`src/verilog/pgl_pkg.sv`:
```
// shared constants, types and states of the printer glue logic
package pgl_pkg;
  // bus clock cycle counts of each memory access kind
  localparam logic [3:0] DRAM_RD_CYC = 4'h5;
  localparam logic [3:0] DRAM_NEXT_CYC = 4'h2;
  localparam logic [3:0] DRAM_WR_CYC = 4'h5;
  localparam logic [3:0] DRAM_PAGE_CYC = 4'h4;
  localparam logic [3:0] DRAM_PRECHG_CYC = 4'h2;
  localparam logic [3:0] ROM_RD_CYC = 4'h5;
  localparam logic [3:0] ROM_NEXT_CYC = 4'h4;
  localparam logic [3:0] PERIPH_CYC = 4'h4;
  localparam logic [3:0] UNMAPPED_CYC = 4'h1;
  localparam logic [1:0] LAST_WORD = 2'h3;
  // address field positions
  localparam int SEG_HI = 31;
  localparam int SEG_LO = 20;
  localparam int SUB_HI = 23;
  localparam int SUB_LO = 20;
  localparam int DRAM_HI = 29;
  localparam int DRAM_LO = 22;
  localparam int USER_HI = 31;
  localparam int USER_LO = 24;
  // segment codes on address bits 31..20, user top code on bits 31..24
  localparam logic [11:0] SEG_PAR = 12'h006;
  localparam logic [11:0] SEG_SER = 12'h00A;
  localparam logic [11:0] SEG_ROM0 = 12'h1FC;
  localparam logic [11:0] SEG_ROM1 = 12'h1FD;
  localparam logic [7:0] USER_TOP = 8'h00;
  // sub ranges of the user segment on bits 23..20
  localparam logic [3:0] SUB_FIFO0 = 4'h4;
  localparam logic [3:0] SUB_FIFO1 = 4'h5;
  localparam logic [3:0] SUB_SPARE = 4'h8;
  localparam logic [3:0] SUB_ENGINE = 4'h9;
  // engine side
  localparam int CMD_W = 8;
  localparam int WORD_W = 32;
  localparam logic [5:0] SHIFT_BITS = 6'h20;
  localparam int SYNC_DIV = 8;
  localparam logic [1:0] SYNC_HALF_MAX = 2'(SYNC_DIV / 2 - 1);
  localparam logic [7:0] CMD_RST = 8'h00;
  // pin synchroniser bit positions
  localparam int PIN_W = 14;
  localparam int PIN_OSC = 0;
  localparam int PIN_DREQ = 1;
  localparam int PIN_IRQ_LO = 2;
  localparam int PIN_IRQ_HI = 5;
  localparam int PIN_ST_LO = 6;
  localparam int PIN_ST_HI = 13;

  typedef struct packed {
    logic [31:0] addr;
    logic [31:0] wdata;
    logic wr;
    logic burst;
    logic page;
  } bus_req_type;

  typedef struct packed {
    logic dram;
    logic rom;
    logic par;
    logic ser;
    logic user;
  } sel_type;

  typedef struct packed {
    logic video_req;
    logic tick;
    logic par_full;
    logic serial;
  } irq_src_type;

  typedef struct packed {
    logic sync0;
    logic sync2;
    logic irq3;
    logic irq4;
    logic irq5;
  } cpu_irq_type;

  typedef enum logic [1:0] {
    ST_IDLE = 2'b00,
    ST_MEM = 2'b01,
    ST_USER = 2'b10,
    ST_PRECHG = 2'b11
  } bus_state_type;

  typedef enum logic {
    V_IDLE = 1'b0,
    V_DONE = 1'b1
  } vid_state_type;
endpackage

```
`src/verilog/pgl_top.sv`:
```
// board glue: address decode, access timing, video port, irq routing
//
// Contract
// - video logic acts only on accesses decoded to the user segment
// - address bits 23..20 steer user accesses to bitmap buffer or engine
// - bus machine raises host waiting flag when idle and awaiting user reply
// - external acknowledge is given only while host waiting flag is high
// - 8-bit engine command register holds until the next write
// - engine status is read through a read-only input path
// - writes to the bitmap range are stored in the page bitmap buffer
// - oscillator divided by eight gives the engine sync clock
// - video bits shift out only on engine data requests
// - irq slots take buffer empty, tick, video request in that order
// - video req->sync0, empty->sync2, parallel->3, tick->4, serial->5
// - dram: read 5, burst 5 then 2, write 5, page 4, precharge 2
// - boot rom: read 5, burst 5 then 4 for the other three words
// - serial segment decode ignores low address bits
// - every irq pin passes a bus clock synchroniser; buffer empty comes from bus clock logic
module pgl_top (
  input wire logic i_clk,
  input wire logic i_arst_n,
  input wire logic i_bus_req,
  input wire pgl_pkg::bus_req_type i_bus,
  input wire logic [7:0] i_engine_status,
  input wire pgl_pkg::irq_src_type i_irq_pins,
  input wire logic i_engine_data_req,
  input wire logic i_osc_clk,
  output logic o_bus_ack,
  output logic o_bus_busy,
  output logic [31:0] o_bus_rdata,
  output pgl_pkg::sel_type o_dev_sel,
  output logic o_host_waiting_flag,
  output logic o_external_acknowledge,
  output logic [7:0] o_engine_cmd,
  output logic o_video_data,
  output logic o_engine_sync_clk,
  output pgl_pkg::cpu_irq_type o_cpu_irq
);
  //////////////////////////////////////////////////////////////////////
  // pin synchronisers
  logic [pgl_pkg::PIN_W-1:0] pin_raw;
  logic [pgl_pkg::PIN_W-1:0] pin_meta_ff;
  logic [pgl_pkg::PIN_W-1:0] pin_sync_ff;
  logic dreq_prev_ff;
  logic osc_prev_ff;
  logic dreq_edge;
  logic osc_edge;
  logic [7:0] status_sync;
  pgl_pkg::irq_src_type irq_sync;

  assign pin_raw = {i_engine_status, i_irq_pins, i_engine_data_req,
                    i_osc_clk};

  // two flops per pin, the first read by nothing else
  genvar g;
  generate
    for (g = 0; g < pgl_pkg::PIN_W; g++) begin : g_sync
      always_ff @(posedge i_clk or negedge i_arst_n) begin
        if (!i_arst_n) begin
          pin_meta_ff[g] <= 1'b0;
          pin_sync_ff[g] <= 1'b0;
        end else begin
          pin_meta_ff[g] <= pin_raw[g];
          pin_sync_ff[g] <= pin_meta_ff[g];
        end
      end
    end
  endgenerate

  // edge history for the request and oscillator lines
  always_ff @(posedge i_clk or negedge i_arst_n) begin
    if (!i_arst_n) begin
      dreq_prev_ff <= 1'b0;
      osc_prev_ff <= 1'b0;
    end else begin
      dreq_prev_ff <= pin_sync_ff[pgl_pkg::PIN_DREQ];
      osc_prev_ff <= pin_sync_ff[pgl_pkg::PIN_OSC];
    end
  end

  assign dreq_edge = pin_sync_ff[pgl_pkg::PIN_DREQ] & ~dreq_prev_ff;
  assign osc_edge = pin_sync_ff[pgl_pkg::PIN_OSC] & ~osc_prev_ff;
  assign status_sync = pin_sync_ff[pgl_pkg::PIN_ST_HI:pgl_pkg::PIN_ST_LO];
  assign irq_sync = pin_sync_ff[pgl_pkg::PIN_IRQ_HI:pgl_pkg::PIN_IRQ_LO];

  //////////////////////////////////////////////////////////////////////
  // address decode
  logic [11:0] seg;
  logic [3:0] sub;
  logic dec_dram;
  logic dec_rom;
  logic dec_par;
  logic dec_ser;
  logic dec_user;

  assign seg = i_bus.addr[pgl_pkg::SEG_HI:pgl_pkg::SEG_LO];
  assign sub = i_bus.addr[pgl_pkg::SUB_HI:pgl_pkg::SUB_LO];
  assign dec_dram = (i_bus.addr[pgl_pkg::DRAM_HI:pgl_pkg::DRAM_LO] == '0);
  assign dec_rom = (seg == pgl_pkg::SEG_ROM0) | (seg == pgl_pkg::SEG_ROM1);
  assign dec_par = (seg == pgl_pkg::SEG_PAR);
  // peripheral decodes its own low bits
  assign dec_ser = (seg == pgl_pkg::SEG_SER);
  assign dec_user = (i_bus.addr[pgl_pkg::USER_HI:pgl_pkg::USER_LO] ==
                     pgl_pkg::USER_TOP) &
                    ((sub == pgl_pkg::SUB_FIFO0) |
                     (sub == pgl_pkg::SUB_FIFO1) |
                     (sub == pgl_pkg::SUB_SPARE) |
                     (sub == pgl_pkg::SUB_ENGINE));

  //////////////////////////////////////////////////////////////////////
  // main bus state machine
  pgl_pkg::bus_state_type state_ff;
  pgl_pkg::bus_state_type nxt_state;
  pgl_pkg::bus_req_type req_ff;
  pgl_pkg::bus_req_type nxt_req;
  pgl_pkg::sel_type sel_ff;
  pgl_pkg::sel_type nxt_sel;
  logic [3:0] cnt_ff;
  logic [3:0] nxt_cnt;
  logic [1:0] word_ff;
  logic [1:0] nxt_word;
  logic burst_ff;
  logic nxt_burst;
  logic ack_ff;
  logic nxt_ack;
  logic wait_ff;
  logic nxt_wait;
  logic busy_ff;
  logic nxt_busy;
  logic ext_ack_ff;
  logic [3:0] lat;

  // requests are taken only in idle; a dram access ends in precharge
  always_comb begin
    nxt_state = state_ff;
    nxt_req = req_ff;
    nxt_sel = sel_ff;
    nxt_cnt = cnt_ff;
    nxt_word = word_ff;
    nxt_burst = burst_ff;
    nxt_ack = 1'b0;
    nxt_wait = wait_ff;
    lat = pgl_pkg::UNMAPPED_CYC;
    case (state_ff)
      pgl_pkg::ST_IDLE: begin
        if (i_bus_req) begin
          nxt_req = i_bus;
          nxt_word = 2'h0;
          nxt_sel = '0;
          nxt_burst = i_bus.burst & ~i_bus.wr & (dec_dram | dec_rom);
          nxt_state = pgl_pkg::ST_MEM;
          if (dec_user) begin
            nxt_sel.user = 1'b1;
            nxt_state = pgl_pkg::ST_USER;
            nxt_wait = 1'b1;
          end else if (dec_dram) begin
            nxt_sel.dram = 1'b1;
            if (!i_bus.wr) begin
              lat = pgl_pkg::DRAM_RD_CYC;
            end else if (i_bus.page) begin
              lat = pgl_pkg::DRAM_PAGE_CYC;
            end else begin
              lat = pgl_pkg::DRAM_WR_CYC;
            end
          end else if (dec_rom) begin
            nxt_sel.rom = 1'b1;
            lat = pgl_pkg::ROM_RD_CYC;
          end else if (dec_par) begin
            nxt_sel.par = 1'b1;
            lat = pgl_pkg::PERIPH_CYC;
          end else if (dec_ser) begin
            nxt_sel.ser = 1'b1;
            lat = pgl_pkg::PERIPH_CYC;
          end
          nxt_cnt = lat - 4'h1;
        end
      end
      pgl_pkg::ST_MEM: begin
        if (cnt_ff == 4'h0) begin
          nxt_ack = 1'b1;
          if (burst_ff && word_ff != pgl_pkg::LAST_WORD) begin
            nxt_word = word_ff + 2'h1;
            nxt_cnt = (sel_ff.rom ? pgl_pkg::ROM_NEXT_CYC
                                  : pgl_pkg::DRAM_NEXT_CYC) - 4'h1;
          end else if (sel_ff.dram) begin
            nxt_sel = '0;
            nxt_cnt = pgl_pkg::DRAM_PRECHG_CYC - 4'h1;
            nxt_state = pgl_pkg::ST_PRECHG;
          end else begin
            nxt_sel = '0;
            nxt_state = pgl_pkg::ST_IDLE;
          end
        end else begin
          nxt_cnt = cnt_ff - 4'h1;
        end
      end
      pgl_pkg::ST_USER: begin
        // the video side answers only while the flag is up
        if (ext_ack_ff) begin
          nxt_ack = 1'b1;
          nxt_wait = 1'b0;
          nxt_sel = '0;
          nxt_state = pgl_pkg::ST_IDLE;
        end
      end
      pgl_pkg::ST_PRECHG: begin
        if (cnt_ff == 4'h0) begin
          nxt_state = pgl_pkg::ST_IDLE;
        end else begin
          nxt_cnt = cnt_ff - 4'h1;
        end
      end
      default: begin
        nxt_state = pgl_pkg::ST_IDLE;
        nxt_sel = '0;
        nxt_wait = 1'b0;
      end
    endcase
    nxt_busy = (nxt_state != pgl_pkg::ST_IDLE);
  end

  always_ff @(posedge i_clk or negedge i_arst_n) begin
    if (!i_arst_n) begin
      state_ff <= pgl_pkg::ST_IDLE;
      req_ff <= '0;
      sel_ff <= '0;
      cnt_ff <= 4'h0;
      word_ff <= 2'h0;
      burst_ff <= 1'b0;
      ack_ff <= 1'b0;
      wait_ff <= 1'b0;
      busy_ff <= 1'b0;
    end else begin
      state_ff <= nxt_state;
      req_ff <= nxt_req;
      sel_ff <= nxt_sel;
      cnt_ff <= nxt_cnt;
      word_ff <= nxt_word;
      burst_ff <= nxt_burst;
      ack_ff <= nxt_ack;
      wait_ff <= nxt_wait;
      busy_ff <= nxt_busy;
    end
  end

  //////////////////////////////////////////////////////////////////////
  // video interface: engine port and bitmap buffer writes
  pgl_pkg::vid_state_type vst_ff;
  pgl_pkg::vid_state_type nxt_vst;
  logic nxt_ext_ack;
  logic [7:0] cmd_ff;
  logic [7:0] nxt_cmd;
  logic [31:0] rdata_ff;
  logic [31:0] nxt_rdata;
  logic [3:0] vsub;
  logic buf_in_valid;
  logic buf_in_ready;

  assign vsub = req_ff.addr[pgl_pkg::SUB_HI:pgl_pkg::SUB_LO];

  // a buffer write waits for room, stalling the bus reply
  always_comb begin
    nxt_vst = vst_ff;
    nxt_ext_ack = 1'b0;
    nxt_cmd = cmd_ff;
    nxt_rdata = rdata_ff;
    buf_in_valid = 1'b0;
    case (vst_ff)
      pgl_pkg::V_IDLE: begin
        if (wait_ff && sel_ff.user) begin
          if (vsub == pgl_pkg::SUB_FIFO0 || vsub == pgl_pkg::SUB_FIFO1) begin
            nxt_rdata = '0;
            if (req_ff.wr) begin
              buf_in_valid = 1'b1;
              if (buf_in_ready) begin
                nxt_ext_ack = 1'b1;
                nxt_vst = pgl_pkg::V_DONE;
              end
            end else begin
              nxt_ext_ack = 1'b1;
              nxt_vst = pgl_pkg::V_DONE;
            end
          end else if (vsub == pgl_pkg::SUB_ENGINE) begin
            if (req_ff.wr) begin
              nxt_cmd = req_ff.wdata[pgl_pkg::CMD_W-1:0];
            end else begin
              nxt_rdata = {24'h00_0000, status_sync};
            end
            nxt_ext_ack = 1'b1;
            nxt_vst = pgl_pkg::V_DONE;
          end else begin
            nxt_rdata = '0;
            nxt_ext_ack = 1'b1;
            nxt_vst = pgl_pkg::V_DONE;
          end
        end
      end
      pgl_pkg::V_DONE: begin
        // rearm only after the bus machine drops the flag
        if (!wait_ff) begin
          nxt_vst = pgl_pkg::V_IDLE;
        end
      end
      default: begin
        nxt_vst = pgl_pkg::V_IDLE;
      end
    endcase
  end

  always_ff @(posedge i_clk or negedge i_arst_n) begin
    if (!i_arst_n) begin
      vst_ff <= pgl_pkg::V_IDLE;
      ext_ack_ff <= 1'b0;
      cmd_ff <= pgl_pkg::CMD_RST;
      rdata_ff <= '0;
    end else begin
      vst_ff <= nxt_vst;
      ext_ack_ff <= nxt_ext_ack;
      cmd_ff <= nxt_cmd;
      rdata_ff <= nxt_rdata;
    end
  end

  //////////////////////////////////////////////////////////////////////
  // bitmap buffer and serialiser toward the engine
  logic buf_out_valid;
  logic buf_out_ready;
  logic [31:0] buf_out_data;
  logic [31:0] shift_ff;
  logic [31:0] nxt_shift;
  logic [5:0] bits_ff;
  logic [5:0] nxt_bits;
  logic vdata_ff;
  logic nxt_vdata;
  logic empty_now;

  pgl_pair_buf u_buf (
    .i_clk(i_clk),
    .i_arst_n(i_arst_n),
    .i_in_valid(buf_in_valid),
    .o_in_ready(buf_in_ready),
    .i_in_data(req_ff.wdata),
    .o_out_valid(buf_out_valid),
    .i_out_ready(buf_out_ready),
    .o_out_data(buf_out_data)
  );

  // refill only when the shifter has run dry
  assign buf_out_ready = (bits_ff == 6'h00);
  assign empty_now = ~buf_out_valid & (bits_ff == 6'h00);

  always_comb begin
    nxt_shift = shift_ff;
    nxt_bits = bits_ff;
    nxt_vdata = vdata_ff;
    if (buf_out_valid && buf_out_ready) begin
      nxt_shift = buf_out_data;
      nxt_bits = pgl_pkg::SHIFT_BITS;
    end else if (dreq_edge && bits_ff != 6'h00) begin
      nxt_vdata = shift_ff[pgl_pkg::WORD_W-1];
      nxt_shift = {shift_ff[pgl_pkg::WORD_W-2:0], 1'b0};
      nxt_bits = bits_ff - 6'h01;
    end
  end

  always_ff @(posedge i_clk or negedge i_arst_n) begin
    if (!i_arst_n) begin
      shift_ff <= '0;
      bits_ff <= 6'h00;
      vdata_ff <= 1'b0;
    end else begin
      shift_ff <= nxt_shift;
      bits_ff <= nxt_bits;
      vdata_ff <= nxt_vdata;
    end
  end

  //////////////////////////////////////////////////////////////////////
  // engine sync clock: toggle every four oscillator edges
  logic [1:0] div_ff;
  logic [1:0] nxt_div;
  logic sclk_ff;
  logic nxt_sclk;

  always_comb begin
    nxt_div = div_ff;
    nxt_sclk = sclk_ff;
    if (osc_edge) begin
      if (div_ff == pgl_pkg::SYNC_HALF_MAX) begin
        nxt_div = 2'h0;
        nxt_sclk = ~sclk_ff;
      end else begin
        nxt_div = div_ff + 2'h1;
      end
    end
  end

  always_ff @(posedge i_clk or negedge i_arst_n) begin
    if (!i_arst_n) begin
      div_ff <= 2'h0;
      sclk_ff <= 1'b0;
    end else begin
      div_ff <= nxt_div;
      sclk_ff <= nxt_sclk;
    end
  end

  //////////////////////////////////////////////////////////////////////
  // interrupt slots and routing to the processor inputs
  logic [2:0] irq_slot;
  pgl_pkg::cpu_irq_type irq_ff;
  pgl_pkg::cpu_irq_type nxt_irq;

  // slot 0 empty, slot 1 tick, slot 2 video request
  assign irq_slot = {irq_sync.video_req, irq_sync.tick, empty_now};

  always_comb begin
    nxt_irq.sync0 = irq_slot[2];
    nxt_irq.sync2 = irq_slot[0];
    nxt_irq.irq3 = irq_sync.par_full;
    nxt_irq.irq4 = irq_slot[1];
    nxt_irq.irq5 = irq_sync.serial;
  end

  always_ff @(posedge i_clk or negedge i_arst_n) begin
    if (!i_arst_n) begin
      irq_ff <= '0;
    end else begin
      irq_ff <= nxt_irq;
    end
  end

  // every output straight from a flop
  assign o_bus_ack = ack_ff;
  assign o_bus_busy = busy_ff;
  assign o_bus_rdata = rdata_ff;
  assign o_dev_sel = sel_ff;
  assign o_host_waiting_flag = wait_ff;
  assign o_external_acknowledge = ext_ack_ff;
  assign o_engine_cmd = cmd_ff;
  assign o_video_data = vdata_ff;
  assign o_engine_sync_clk = sclk_ff;
  assign o_cpu_irq = irq_ff;

  logic take;
  assign take = i_bus_req & (state_ff == pgl_pkg::ST_IDLE);
endmodule

```
`src/verilog/pgl_pair_buf.sv`:
```
// two-entry buffer with valid and ready on both sides
module pgl_pair_buf (
  input wire logic i_clk,
  input wire logic i_arst_n,
  input wire logic i_in_valid,
  output logic o_in_ready,
  input wire logic [31:0] i_in_data,
  output logic o_out_valid,
  input wire logic i_out_ready,
  output logic [31:0] o_out_data
);
  logic [31:0] mem_ff [2];
  logic [31:0] nxt_mem [2];
  logic [1:0] cnt_ff;
  logic [1:0] nxt_cnt;
  logic wp_ff;
  logic nxt_wp;
  logic rp_ff;
  logic nxt_rp;
  logic push;
  logic pop;

  // full at two words, so a stalled reader pushes back on the writer
  assign o_in_ready = (cnt_ff != 2'h2);
  assign o_out_valid = (cnt_ff != 2'h0);
  assign o_out_data = mem_ff[rp_ff];
  assign push = i_in_valid & o_in_ready;
  assign pop = o_out_valid & i_out_ready;

  // pointer and storage update
  always_comb begin
    nxt_mem = mem_ff;
    nxt_cnt = cnt_ff + 2'(push) - 2'(pop);
    nxt_wp = wp_ff ^ push;
    nxt_rp = rp_ff ^ pop;
    if (push) begin
      nxt_mem[wp_ff] = i_in_data;
    end
  end

  always_ff @(posedge i_clk or negedge i_arst_n) begin
    if (!i_arst_n) begin
      mem_ff[0] <= 32'h0000_0000;
      mem_ff[1] <= 32'h0000_0000;
      cnt_ff <= 2'h0;
      wp_ff <= 1'b0;
      rp_ff <= 1'b0;
    end else begin
      mem_ff <= nxt_mem;
      cnt_ff <= nxt_cnt;
      wp_ff <= nxt_wp;
      rp_ff <= nxt_rp;
    end
  end
endmodule

```
`config.mk`:
```
export PLATFORM = sky130hd
export DESIGN_NAME = pgl_top
export DESIGN_NICKNAME = d
export VERILOG_FILES = /design/src/verilog/pgl_pkg.sv /design/src/verilog/pgl_top.sv /design/src/verilog/pgl_pair_buf.sv
export SDC_FILE = /design/constraint.sdc
export NUM_CORES = 1
export LEC_CHECK = 0
export ABC_AREA = 1
export ABC_CLOCK_PERIOD_IN_PS = 1800
export BUFFER_PORTS_ARGS = -buffer_cell sky130_fd_sc_hd__buf_2
export CELL_PAD_IN_SITES_DETAIL_PLACEMENT = 0
export CELL_PAD_IN_SITES_GLOBAL_PLACEMENT = 2
export CORE_ASPECT_RATIO = 2
export CORE_MARGIN = 1
export CORE_UTILIZATION = 32
export DETAILED_ROUTE_END_ITERATION = 10
export GPL_ROUTABILITY_DRIVEN = 0
export PLACE_DENSITY_LB_ADDON = 0.2
export SLEW_MARGIN = 20
export SYNTH_ARGS = -nofsm -noshare
export SYNTH_HDL_FRONTEND = slang
export SYNTH_HIERARCHICAL = 1
export SYNTH_SLANG_ARGS = --single-unit
```
`constraint.sdc`:
```
create_clock -name i_clk -period 1.8 [get_ports i_clk]
set_input_delay 0.18 -clock i_clk [delete_from_list [all_inputs] [get_ports i_clk]]
set_output_delay 0.18 -clock i_clk [all_outputs]
set_load 0.05 [all_outputs]
```
# Word level (Yosys, flattened, before mapping)

Index checks and enable logic that the tools add are counted.
Widths: inputs -> output; s select.

Add/sub/neg operators: 8
Order comparisons: 3
Eq/ne operators: 26
Muxes and demuxes: 74
Bitwise operators: 25
Reductions and logical operators: 28

Operator list:

| cell                | count |
|---|---|
| $mux 32             | 9 |
| $bwmux 64           | 1 |
| $mux 4              | 11 |
| $demux 32 s1        | 1 |
| $eq 12x9->1 const B | 2 |
| $mux 2              | 12 |
| $mux 1              | 22 |
| $mux 5              | 4 |
| $ne 2x2->1 const B  | 9 |
| $eq 4x3->1 const B  | 4 |
| $logic_not 8->1     | 2 |
| $mux 3              | 5 |
| $pmux 5 s3          | 1 |
| $eq 12x3->1 const B | 1 |
| $eq 12x4->1 const B | 1 |
| $eq 4x4->1 const B  | 3 |
| $mux 6              | 2 |
| $pmux 4 s3          | 1 |
| $reduce_and 4->1    | 3 |
| $reduce_and 5->1    | 2 |
| $reduce_bool 2->1   | 5 |
| $and 1x1->1         | 8 |
| $not 1->1           | 8 |
| $pmux 2 s4          | 1 |
| 26 further kinds    | 46 |

Flip-flop bits (word level): 261
Input port bits: 84
Output and inout port bits: 56

# Depth between registers and ports, before layout

Gate-level depths: netlist of the first run.

Word-level depth: 11
Mapped depth: 17
Depth with buffers taken out: 17

# Hierarchy

The synthesis of the first run kept the hierarchy.

Modules (own cells, without submodules):

| module       | times used | cells an instance | area an instance (um^2) |
|---|---|---|---|
| pgl_top      | 1          | 683               | 6457.4 |
| pgl_pair_buf | 1          | 380               | 3129.3 |

# Worst setup path after synthesis of the first run

Ideal clock, no wire load.

Kind: register to register
Start point: reg sel_ff, in the netlist o_dev_sel[0]
End point: reg u_buf/mem_ff[32] in the netlist's numbering
Setup time: 0.133 ns
Data arrival time: 2.149 ns
Data required time: 1.667 ns
Slack: -0.482 ns
Cell stages (with the launch flop): 12
Path buffers: 3
Clock period less this slack: 2.282 ns
Cell sequence: dfrtp_1 inv_1 nor3_4 inv_1 nor2_1 buf_2 nand2_1 inv_1 ha_1 buf_2 clkbuf_1 o21ai_0

Cells in the longest elaborated chain, start to end: 4

Ends and longest elaborated chain:

| item                   | line               | text |
|---|---|---|
| from (decl)            | pgl_top.sv:116     | `pgl_pkg::sel_type sel_ff;` |
| from (signal assigned) | pgl_top.sv:236     | `sel_ff <= nxt_sel;` |
| $logic_and 1x1->1      | pgl_top.sv:270     | `if (wait_ff && sel_ff.user) begin` |
| $mux 1                 | pgl_top.sv:270     |  |
| $mux 1                 | pgl_top.sv:268     | `case (vst_ff)` |
| named net buf_in_valid | pgl_top.sv:256     | `logic buf_in_valid;` |
| $and 1x1->1            | pgl_pair_buf.sv:27 | `assign push = i_in_valid & o_in_ready;` |
| to (signal assigned)   | pgl_pair_buf.sv:49 | `mem_ff <= nxt_mem;` |
| to (decl)              | pgl_pair_buf.sv:12 | `logic [31:0] mem_ff [2];` |

The timed path passes the listed nets, and every way through them passes these cells.
A chain may end at the register's enable or synchronous reset.

# Worst setup path after layout of the first run

Start point: reg req_ff[58] in the netlist's numbering
End point: reg u_buf.cnt_ff[1]

Cells in the longest elaborated chain, start to end: 8
Elaborated cells on any way between the ends: 9
Those cells by class: add/sub: 2; eq/ne: 2; mux: 3; bitwise: 1; reduce/logical: 1

Ends and longest elaborated chain:

| item                       | line               | text |
|---|---|---|
| from (decl)                | pgl_top.sv:114     | `pgl_pkg::bus_req_type req_ff;` |
| from (signal assigned)     | pgl_top.sv:235     | `req_ff <= nxt_req;` |
| $eq 4x3->1                 | pgl_top.sv:271     | `if (vsub == pgl_pkg::SUB_FIFO0 \|\| vsub == pgl_pkg::SUB_FIFO1) begin` |
| $logic_or 1x1->1 (*)       | pgl_top.sv:271     |  |
| $mux 1 (*)                 | pgl_top.sv:271     |  |
| $mux 1 (*)                 | pgl_top.sv:270     |  |
| $mux 1 (*)                 | pgl_top.sv:268     |  |
| named net buf_in_valid     | pgl_top.sv:256     |  |
| $and 1x1->1 (*)            | pgl_pair_buf.sv:27 |  |
| $add 2x1->2 (*)            | pgl_pair_buf.sv:33 | `nxt_cnt = cnt_ff + 2'(push) - 2'(pop);` |
| $sub 2x1->2 (*)            | pgl_pair_buf.sv:33 |  |
| named net u_buf.nxt_cnt[1] | pgl_pair_buf.sv:15 | `logic [1:0] nxt_cnt;` |
| to (signal assigned)       | pgl_pair_buf.sv:50 | `cnt_ff <= nxt_cnt;` |
| to (decl)                  | pgl_pair_buf.sv:14 | `logic [1:0] cnt_ff;` |

The timed path passes the listed nets; every way through them passes the cells marked *.

==> results of run 1 <==
-- logic make-up (layout without fill, tap and decap cells) --
kind of cell,Yosys count,in the layout,share of synthesized area [%]
AO/OA/AOI/OAI,151,151,9.66
XOR/XNOR,6,6,0.548
adder cells (fa/ha/maj),15,15,1.96
buffers and inverters,180,364,9.14
flip-flops,217,217,56.6
multiplexers,1,1,0.117
other,1,24,0.0391
AND/OR/NAND/NOR,492,492,21.9
-- layout make-up --
type	instances	area, sq um
inverters	109	414
repair buffers	215	1680
clock buffers	29	628
well taps	364	455
flip-flops and latches	217	5430
multi-input cells	689	3450
clock inverters	11	136
fillers	2996	17300
-- cell usage in the layout (no fill, tap or decap), types with 3 or more instances in the layout --
| master | Yosys | final |
|---|---|---|
| xor2_1 | 4 | 4 |
| a21oi_1 | 7 | 7 |
| clkbuf_1 | 6 | 3 |
| o21ai_2 | 10 | 11 |
| o21ai_0 | 85 | 84 |
| inv_1 | 100 | 91 |
| o211ai_2 | 9 | 9 |
| o21ai_1 | 12 | 12 |
| clkbuf_8 | 0 | 3 |
| nand2_1 | 362 | 356 |
| nand4_1 | 36 | 36 |
| inv_2 | 8 | 16 |
| clkbuf_16 | 0 | 24 |
| buf_2 | 31 | 94 |
| nor3_1 | 4 | 3 |
| conb_1 | 1 | 24 |
| nor2_2 | 2 | 5 |
| nor2_1 | 40 | 34 |
| ha_1 | 15 | 12 |
| dfrtp_1 | 217 | 215 |
| clkinv_2 | 0 | 6 |
| nand2_2 | 6 | 11 |
| o211ai_1 | 22 | 22 |
| nor2_4 | 0 | 3 |
| nand3_1 | 31 | 30 |
| buf_6 | 7 | 4 |
| bufinv_16 | 0 | 3 |
| nand2_4 | 5 | 6 |
| dlygate4sd3_1 | 0 | 51 |
| buf_12 | 0 | 11 |
| buf_4 | 25 | 53 |
-- metrics by stage --
step	total power [mW]	cell area, sq um	TNS (ns)
after CTS	15.5	12100	0
after global routing	16.3	12200	-0.0648
after detailed placement	10.4	10800	-2.53
after floorplan	8.70	9740	-3.87
after global placement	10.3	10800	-1.69
final	15.3	12200	0
-- power by group --
part           total [mW]  leakage [nW]  internal (mW)  switching [mW]
combinational        4.29          2.75           1.51            2.78
clock                4.87         0.379           2.89            1.98
sequential           6.15          2.85           5.61           0.542
-- layer usage --
| metal | GRT usage [%] | up-vias | share of wire [%] |
|---|---|---|---|
| met4 | 7.76 | 0 | 4.1 |
| li1 | - | 3721 | - |
| met2 | 31.9 | 111 | 56 |
| met5 | 0 | - | 0 |
| met1 | 17.5 | 3502 | 38 |
| met3 | 1.90 | 44 | 2.6 |
-- worst max-delay path: stages (launching register included) --
cell and delay [ns]:
dfrtp_1 0.38, inv_1 0.07, nand4_1 0.23, nor2_4 0.22, nand2_4 0.09, inv_4 0.07
nand2_1 0.04, nand2_1 0.08, ha_2 0.19, inv_2 0.03, nand2_1 0.06, nand2_2 0.07
nand3_2 0.07, nand2_1 0.04
-- worst paths after layout --
path,from,end,depth (start not counted)
setup / recovery,req_ff[58],u_buf/cnt_ff[1],13
hold reg to reg,pin_meta_ff[11],pin_sync_ff[11],0
max in group asynchronous,i_arst_n,req_ff[13],3
setup reg to reg,req_ff[58],u_buf/cnt_ff[1],13
min in group asynchronous,i_arst_n,u_buf/mem_ff[57],2
hold / removal,i_bus[64],o_dev_sel[3],4
-- repair_timing --
item | in CTS | in global routing
setup buffers | 2 | 5
pin swaps | 4 | 11
endpoints found under the setup margin | 39 | 68
hold buffers | 51 | 0
gates resized for setup | 6 | 25
hold endpoints to repair | 267 | 0
gates cloned | 0 | 1
-- state kept, by name, indices dropped and copies added, names as in the netlist, 2 cells and up --
| register | flops |
|---|---|
| shift_ff | 32 |
| o_dev_sel | 5 |
| o_bus_rdata | 8 |
| irq_sync | 2 |
| cnt_ff | 4 |
| o_cpu_irq | 5 |
| word_ff | 2 |
| bits_ff | 6 |
| req_ff | 37 |
| div_ff | 2 |
| u_buf/cnt_ff | 2 |
| pin_meta_ff | 14 |
| u_buf/mem_ff | 64 |
| o_engine_cmd | 8 |
| irq_slot | 2 |
| pin_sync_ff | 10 |
| state_ff | 2 |
==> flow_summary.yaml, run 1 <==
finish:
  antennaDiodeCount: 0
  fin_cells: 1634
  post-route-util_pct: 41.3
  syn_to_final_growth_pct: 27.3
  layout-drive-gt1-share_pct: 21.8
  fin_nets: 1353
clock_network:
  insertion_delay_ns: 0.51
  clk_pin_slew_ns: 0.07
  cts_tree: "done"
  cts_root_buf: "clkbuf_16"
  cts_buffer_depth: 3
  numCtsBuffers: 22
  clkSinkCount: 217
  h-tree-depth: 1
synthesis:
  synth_warnings: 6
  synth-edff-count: 0
  synth_top_area_cell: "dfrtp_1"
  ys_ff_latch: 217
  async_flop_share_pct: 100
  ys.flop_type: "dfrtp_1"
  ys_types: 36
  syn_inst: 1063
  yosys-top-cells-count: "nand2_1, dfrtp_1, inv_1"
  syn_area_sq_um: 9590
  seq_area_frac_synth_pct: 56.6
  avgSynthCellArea_sq_um: 9.02
  synth_most_common_cell: "nand2_1"
  synthTopCellsByArea: "dfrtp_1, nand2_1, o21ai_0"
  synth_top_area_share_pct: 56.6
critical_path:
  start_kind: "flip-flop"
  path_class: "reg -> reg"
  crit_fanout: 3
  end_kind: "flip-flop"
  arrival_ns: 2.15
  crit_required_ns: 2.21
  r2r_slack_ns: 0.06
placed_design:
  port_buffers: 95
  post-place-cells: 1535
  dp_hpwl_microns: 17200
  post-place-ws_ns: -0.111
routing:
  drt_iter0_drc: 326
  drc_errors: 0
  finalWirelength_microns: 24800
  vias_per_cell: 4.52
  vias: 7378
  dr.pass1.iters: 4
  ant_nets: 0
  wl_per_cell_microns: 15.2
floorplanning:
  die_w_microns: 124
  core-area_sq_um: 29500
  fp.dieArea_sq_um: 30700
  ios: 140
  start_util_pct: 32.5
  dieHeight_microns: 247
  num_rows: 89
status:
  status: "completed"
power:
  vdd_drop_max_mv: 0.722
  power_density_nw_per_um2: 1260
  leakage_nw: 5.98
run:
  cap_violations: 0
timing:
  fin_worst_skew_ns: 0.00675
  finalCritPeriodShare_pct: 96.5
  finalCriticalPeriod_ns: 1.74
  slew_violations: 0
  hold_violations: 0
  rsz0062_at_grt: "yes"
  fin_ws_ns: 0.0627
  clock.fmax_ghz: 0.576
  setup_viol: 0
  holdWs_ns: 0.0481
global_route:
  overflow: 0
  grt_use_total_pct: 16.5
  grt_pass1_wl_microns: 40100
  grt_pass1_vias: 7731
  grt_max_degree: 66
  antenna_found_initial: 0
min_path:
  hold_path.class: "in -> reg"
Power figures use the tool's default switching activity.
==> inputs of run 2 (changes only) <==
- CORE_UTILIZATION: 32 -> 31
- CTS_CLUSTER_DIAMETER: default -> 200
- SYNTH_HIERARCHICAL: 1 -> default
==> flow_summary.yaml, run 2 <==
min_path:
  hold_path.class: "in -> reg"
  hold_depth: 4
routing:
  drc_errors: 0
  ant_nets: 0
  wl_per_cell_microns: 14.6
  vias_per_cell: 4.40
  drt_iter0_drc: 259
  dr.pass1.iters: 4
  vias: 7137
  finalWirelength_microns: 23700
clock_network:
  cts_buffer_depth: 3
  insertion_delay_ns: 0.53
  h-tree-depth: 1
  cts_tree: "done"
  clkSinkCount: 217
  clk_pin_slew_ns: 0.06
  cts_root_buf: "clkbuf_16"
  numCtsBuffers: 23
timing:
  finalCriticalPeriod_ns: 1.89
  fin_worst_skew_ns: 0.0205
  hold_violations: 0
  slew_violations: 0
  clock.fmax_ghz: 0.529
  tns_ns: -1.89
  worst_pin_slew_ns: 0.509
  fin_ws_ns: -0.0914
  relSlewSlack_pct: 66.1
  rsz0062_at_grt: "yes"
  setup_viol: 53
  finalCritPeriodShare_pct: 105
global_route:
  grt_pass1_vias: 7466
  antenna_found_initial: 0
  overflow: 0
  grt_max_degree: 66
  grt_pass1_wl_microns: 39200
  grt_use_total_pct: 15.9
critical_path:
  start_kind: "flip-flop"
  crit_fanout: 4
  slowest_stage: "a2111oi_4"
  path_buf_inv: 2
  path_class: "reg -> reg"
  crit_required_ns: 2.22
  arrival_ns: 2.31
  cpPeakStageDelay_ns: 0.39
  rr_worst_depth: 6
  path_cells: "nand3b_1 > a2111oi_4 > buf_4 > ha_4 > buf_12 > mux2_4"
  crit_family: "compound AO/OA/AOI/OAI gates"
  end_kind: "flip-flop"
  r2r_slack_ns: -0.09
  path_depth: 6
synthesis:
  syn_inst: 1034
  synth_warnings: 0
  yosys-top-cells-count: "nand2_1, dfrtp_1, o21ai_0"
  seq_area_frac_synth_pct: 58.2
  avgSynthCellArea_sq_um: 9.03
  synth_most_common_cell: "nand2_1"
  synthTopCellsByArea: "dfrtp_1, nand2_1, o21ai_0"
  ys_ff_latch: 217
  synth_top_area_cell: "dfrtp_1"
  syn_area_sq_um: 9340
  ys.flop_type: "dfrtp_1"
  synth_top_area_share_pct: 58.2
  async_flop_share_pct: 100
  ys_types: 34
  synth-edff-count: 0
status:
  status: "complete, but fails checks"
  violations: "setup timing"
floorplanning:
  core-area_sq_um: 29500
  die_w_microns: 125
  start_util_pct: 31.6
  dieHeight_microns: 247
  num_rows: 89
  ios: 140
  fp.dieArea_sq_um: 30900
placed_design:
  dp_hpwl_microns: 15000
  placed_area_sq_um: 10700
  post-place-ws_ns: -0.119
  port_buffers: 95
finish:
  syn_to_final_growth_pct: 33.5
  post-route-util_pct: 42.2
  final_cell_mix: "nand2_1, dfrtp_1, buf_2, inv_1, o21ai_0"
  finalInstanceArea_sq_um: 12500
  layout-drive-gt1-share_pct: 24.0
  top_register: "u_buf.mem_ff"
  fin_nets: 1341
  fill_cells: 2958
  final_common_cell: "nand2_1"
  reg_top3: "u_buf.mem_ff: 64 flops, req_ff: 37 flops, shift_ff: 32 flops"
  antennaDiodeCount: 0
  largest_reg_flops: 64
power:
  power.total_mw: 15.2
  power_density_nw_per_um2: 1220
  leakage_nw: 6.34
  vdd_drop_max_mv: 0.710
run:
  cap_violations: 0
-- run 2: cell count changes after synthesis, sizes merged, moves of 8 or more --
| cell | delta |
|---|---|
| nand4 | -35 |
| inv | -30 |
| clkbuf | +16 |
| buf | -25 |
| nand3 | -8 |
| mux2 | +36 |
| o211ai | -30 |
| nand2 | +48 |
| o21ai | -11 |
-- run 2: what timing repair did --
item / CTS / global route
endpoints found under the hold margin: 176 / 0
gates cloned: 5 / 3
setup endpoints to repair: 55 / 84
buffers inserted: 16 / 0
pin swaps: 3 / 18
gates resized for setup: 37 / 71
hold buffers: 51 / 0
-- run 2: worst reg2reg max path: cells and delay by family, from the launching register on --
family	cells	cell delay (ns)
fa+ha+maj	1	0.19
buf+inv	2	0.33
compound gates	1	0.39
simple gates	1	0.21
flops	1	0.37
mux	1	0.29
-- run 2: final timing paths --
kind | from | to
worst max-delay path | req_ff[56] | u_buf.mem_ff[62]
worst min-delay path | i_bus[57] | req_ff[57]
worst max register to register | req_ff[56] | u_buf.mem_ff[62]
worst min register to register | pin_meta_ff[11] | pin_sync_ff[11]
max in group asynchronous | i_arst_n | u_buf.mem_ff[43]
min in group asynchronous | i_arst_n | pin_sync_ff[0]
-- run 2: cells by family after synthesis --
family                   count (synthesis)  synth area share [%]
AND/OR/NAND/NOR                        496                  20.8
flip-flops                             217                  58.2
buffers and inverters                  142                  6.90
AO/OA/AOI/OAI                          115                  6.47
multiplexers                            37                  4.46
adder cells (fa/ha/maj)                 17                  2.28
XOR/XNOR                                 9                 0.844
other                                    1                0.0402
-- run 2: metal layers --
metal  share of wire (%)  track usage (%)  wire length (microns)
met2                  55             30.9                  13000
met3                 3.6             2.31                    842
met5                   0                0                      0
met1                  39             17.4                   9210
met4                 2.6             5.81                    609
-- run 2: through the flow --
step / instances / hold WS (ns)
after floorplan: 1057 / -0.116
after global placement: 1512 / 0.124
after detailed placement: 1512 / 0.135
after CTS: 1624 / 0.0372
after global routing: 1621 / 0.0786
final: 1621 / 0.0554
-- run 2: final cells by class --
class | instances | area [sq um] | share of cell area (%)
tap | 364 | 455 | 3.65
sequential | 217 | 5430 | 43.6
inverter | 80 | 300 | 2.41
timing repair buffer | 220 | 1800 | 14.5
multi-input combinational | 698 | 3720 | 29.8
clock buffer | 33 | 663 | 5.32
clock inverter | 9 | 91.3 | 0.733
-- run 2: power breakdown --
part	internal, mW	switching (mW)	total (mW)
logic	1.47	2.56	4.03
registers	5.68	0.663	6.34
clock network	2.73	2.06	4.80
total	9.87	5.29	15.2
==> inputs of run 3 (changes only) <==
- ABC_AREA: 1 -> default
- CORE_UTILIZATION: 31 -> 35
==> flow_summary.yaml, run 3 <==
status:
  status: "complete, but fails checks"
  violations: "setup timing"
critical_path:
  crit_start: "vst_ff"
  cp-endpoint: "u_buf.mem_ff[19]"
  regToRegEndpoint: "u_buf.mem_ff[19]"
  crit_fanout: 15
  rr_worst_depth: 6
  end_kind: "flip-flop"
  path_class: "reg -> reg"
  r2r_slack_ns: -0.16
  crit_required_ns: 2.20
  start_kind: "flip-flop"
  arrival_ns: 2.36
  regToRegStartpoint: "vst_ff"
global_route:
  overflow: 0
  grt_use_total_pct: 16.4
  antenna_found_initial: 0
  grt_pass1_wl_microns: 34500
  grt_pass1_vias: 6950
  grt_max_degree: 54
clock_network:
  cts_root_buf: "clkbuf_16"
  clkSinkCount: 217
  h-tree-depth: 1
  cts_tree: "done"
  insertion_delay_ns: 0.52
  cts_buffer_depth: 3
  numCtsBuffers: 22
  clk_pin_slew_ns: 0.07
power:
  internal-power_mw: 10.6
  comb_power_share_pct: 27.7
  sequentialPowerShare_pct: 43.4
  power_frac_clock_pct: 28.9
  switching_share_pct: 31.3
  power.switching_mw: 4.82
  vdd_drop_max_mv: 0.821
  leakage_nw: 5.71
  power_density_nw_per_um2: 1260
timing:
  setup_viol: 64
  clock.fmax_ghz: 0.511
  slew_violations: 0
  fin_worst_skew_ns: 0.0164
  hold_violations: 0
  rsz0062_at_grt: "yes"
  finalCritPeriodShare_pct: 109
  worst_pin_slew_ns: 0.498
  holdWs_ns: 0.0203
  fin_ws_ns: -0.158
  tns_ns: -8.54
  finalCriticalPeriod_ns: 1.96
  relSlewSlack_pct: 66.5
synthesis:
  ys_ff_latch: 217
  synth_most_common_cell: "dfrtp_1"
  seq_area_frac_synth_pct: 58.4
  ys.flop_type: "dfrtp_1"
  ys_types: 56
  yosys-top-cells-count: "dfrtp_1, mux2_2, nand2_1"
  synth_top_area_share_pct: 58.4
  synthTopCellsByArea: "dfrtp_1, mux2_2, nand2_1"
  synth_warnings: 0
  synth-edff-count: 0
  syn_area_sq_um: 9290
  async_flop_share_pct: 100
  syn_inst: 746
  avgSynthCellArea_sq_um: 12.5
  synth_top_area_cell: "dfrtp_1"
placed_design:
  port_buffers: 95
  dp_hpwl_microns: 14500
routing:
  drt_iter0_drc: 156
  wl_per_cell_microns: 16.2
  vias_per_cell: 4.82
  finalWirelength_microns: 21300
  wl_met3_microns: 722
  vias: 6351
  wl_met1_microns: 7940
  routed.top_layer: "met4"
  ant_nets: 0
  drc_errors: 0
  dr.pass1.iters: 4
  routed-wl-met2_microns: 11900
finish:
  largest_reg_flops: 64
  antennaDiodeCount: 0
  top_register: "u_buf.mem_ff"
  reg_top3: "u_buf.mem_ff: 64 flops, req_ff: 37 flops, shift_ff: 32 flops"
  syn_to_final_growth_pct: 31.9
  final_cell_mix: "dfrtp_1, buf_2, nand2_1, mux2_2, buf_4"
  layout-drive-gt1-share_pct: 39.4
  fin_nets: 1063
  final_common_cell: "dfrtp_1"
floorplanning:
  start_util_pct: 35.5
  ios: 140
  fp.dieArea_sq_um: 27200
  die_w_microns: 117
  num_rows: 84
  dieHeight_microns: 232
  core-area_sq_um: 26200
min_path:
  hold_path.class: "in -> reg"
run:
  cap_violations: 0
[run 3: worst min-delay path by stage]
stage                     slack [ns]       from           to  depth (start not counted)
after floorplan                -0.12   i_arst_n   bits_ff[0]                          0
after global placement          0.13   i_arst_n  osc_prev_ff                          1
after detailed placement        0.13   i_arst_n  osc_prev_ff                          1
after CTS                      0.005  i_bus[55]   req_ff[55]                          3
after global routing            0.02  i_bus[55]   req_ff[55]                          3
final                           0.02  i_bus[55]   req_ff[55]                          3
[run 3: worst max-delay path: stages, from the launching register on]
cell	delay, ns
dfrtp_1	0.37
nand3b_1	0.30
a211oi_4	0.30
buf_4	0.17
ha_4	0.15
buf_12	0.17
mux2_2	0.35
[run 3: stage by stage]
step	worst slack (ns)	power [mW]	utilization (%)	instances	area [sq um]
5_1_grt	-0.232	16.3	46.8	1317	12300
2_1_floorplan	-0.0796	8.98	-	769	9470
3_5_place_dp	-0.255	10.7	41.0	1224	10700
3_3_place_gp	-0.225	10.5	41.0	1224	10700
6_report	-0.158	15.4	46.8	1317	12300
4_1_cts	-0.182	15.4	46.2	1313	12100
[run 3: layout make-up]
type                            count  area (sq um)
Clock buffer                       27           611
Clock inverter                      8          76.3
Fill cell                        2390         13900
Inverter                           19          76.3
Multi-Input combinational cell    470          3830
Sequential cell                   217          5430
Tap cell                          344           430
Timing Repair Buffer              232          1800
[run 3: cell families (layout without fill, tap and decap cells)]
kind of cell | count (synthesis) | count (layout) | synth area share, %
compound gates | 110 | 110 | 9.15
xor+xnor | 8 | 8 | 0.754
simple gates | 191 | 191 | 10.2
other cells | 1 | 24 | 0.0403
fa+ha+maj | 18 | 18 | 2.40
mux | 119 | 119 | 14.4
buf+inv | 82 | 286 | 4.64
flops | 217 | 217 | 58.4
[run 3: timing repair]
item,CTS,global route
buffers inserted,5,4
hold buffers,50,0
gates resized for setup,36,28
gates cloned,0,0
hold endpoints to repair,168,0
setup endpoints to repair,87,94
pin swaps,6,12
[run 3: per-layer routing]
metal | GRT usage [%] | vias to the layer above
li1 | - | 2986
met1 | 17.5 | 3197
met2 | 30.9 | 127
met3 | 2.14 | 41
met4 | 7.32 | 0
met5 | 0 | -
[run 3: power groups by stage]
| stage | clock network [mW] | registers, mW | logic [mW] |
|---|---|---|---|
| after CTS | 4.60 | 6.68 | 4.15 |
| after global placement | 0 | 6.69 | 3.80 |
| after global routing | 4.76 | 6.82 | 4.69 |
| after detailed placement | 0 | 6.74 | 3.93 |
| final | 4.45 | 6.69 | 4.27 |
| after floorplan | 0 | 6.63 | 2.35 |
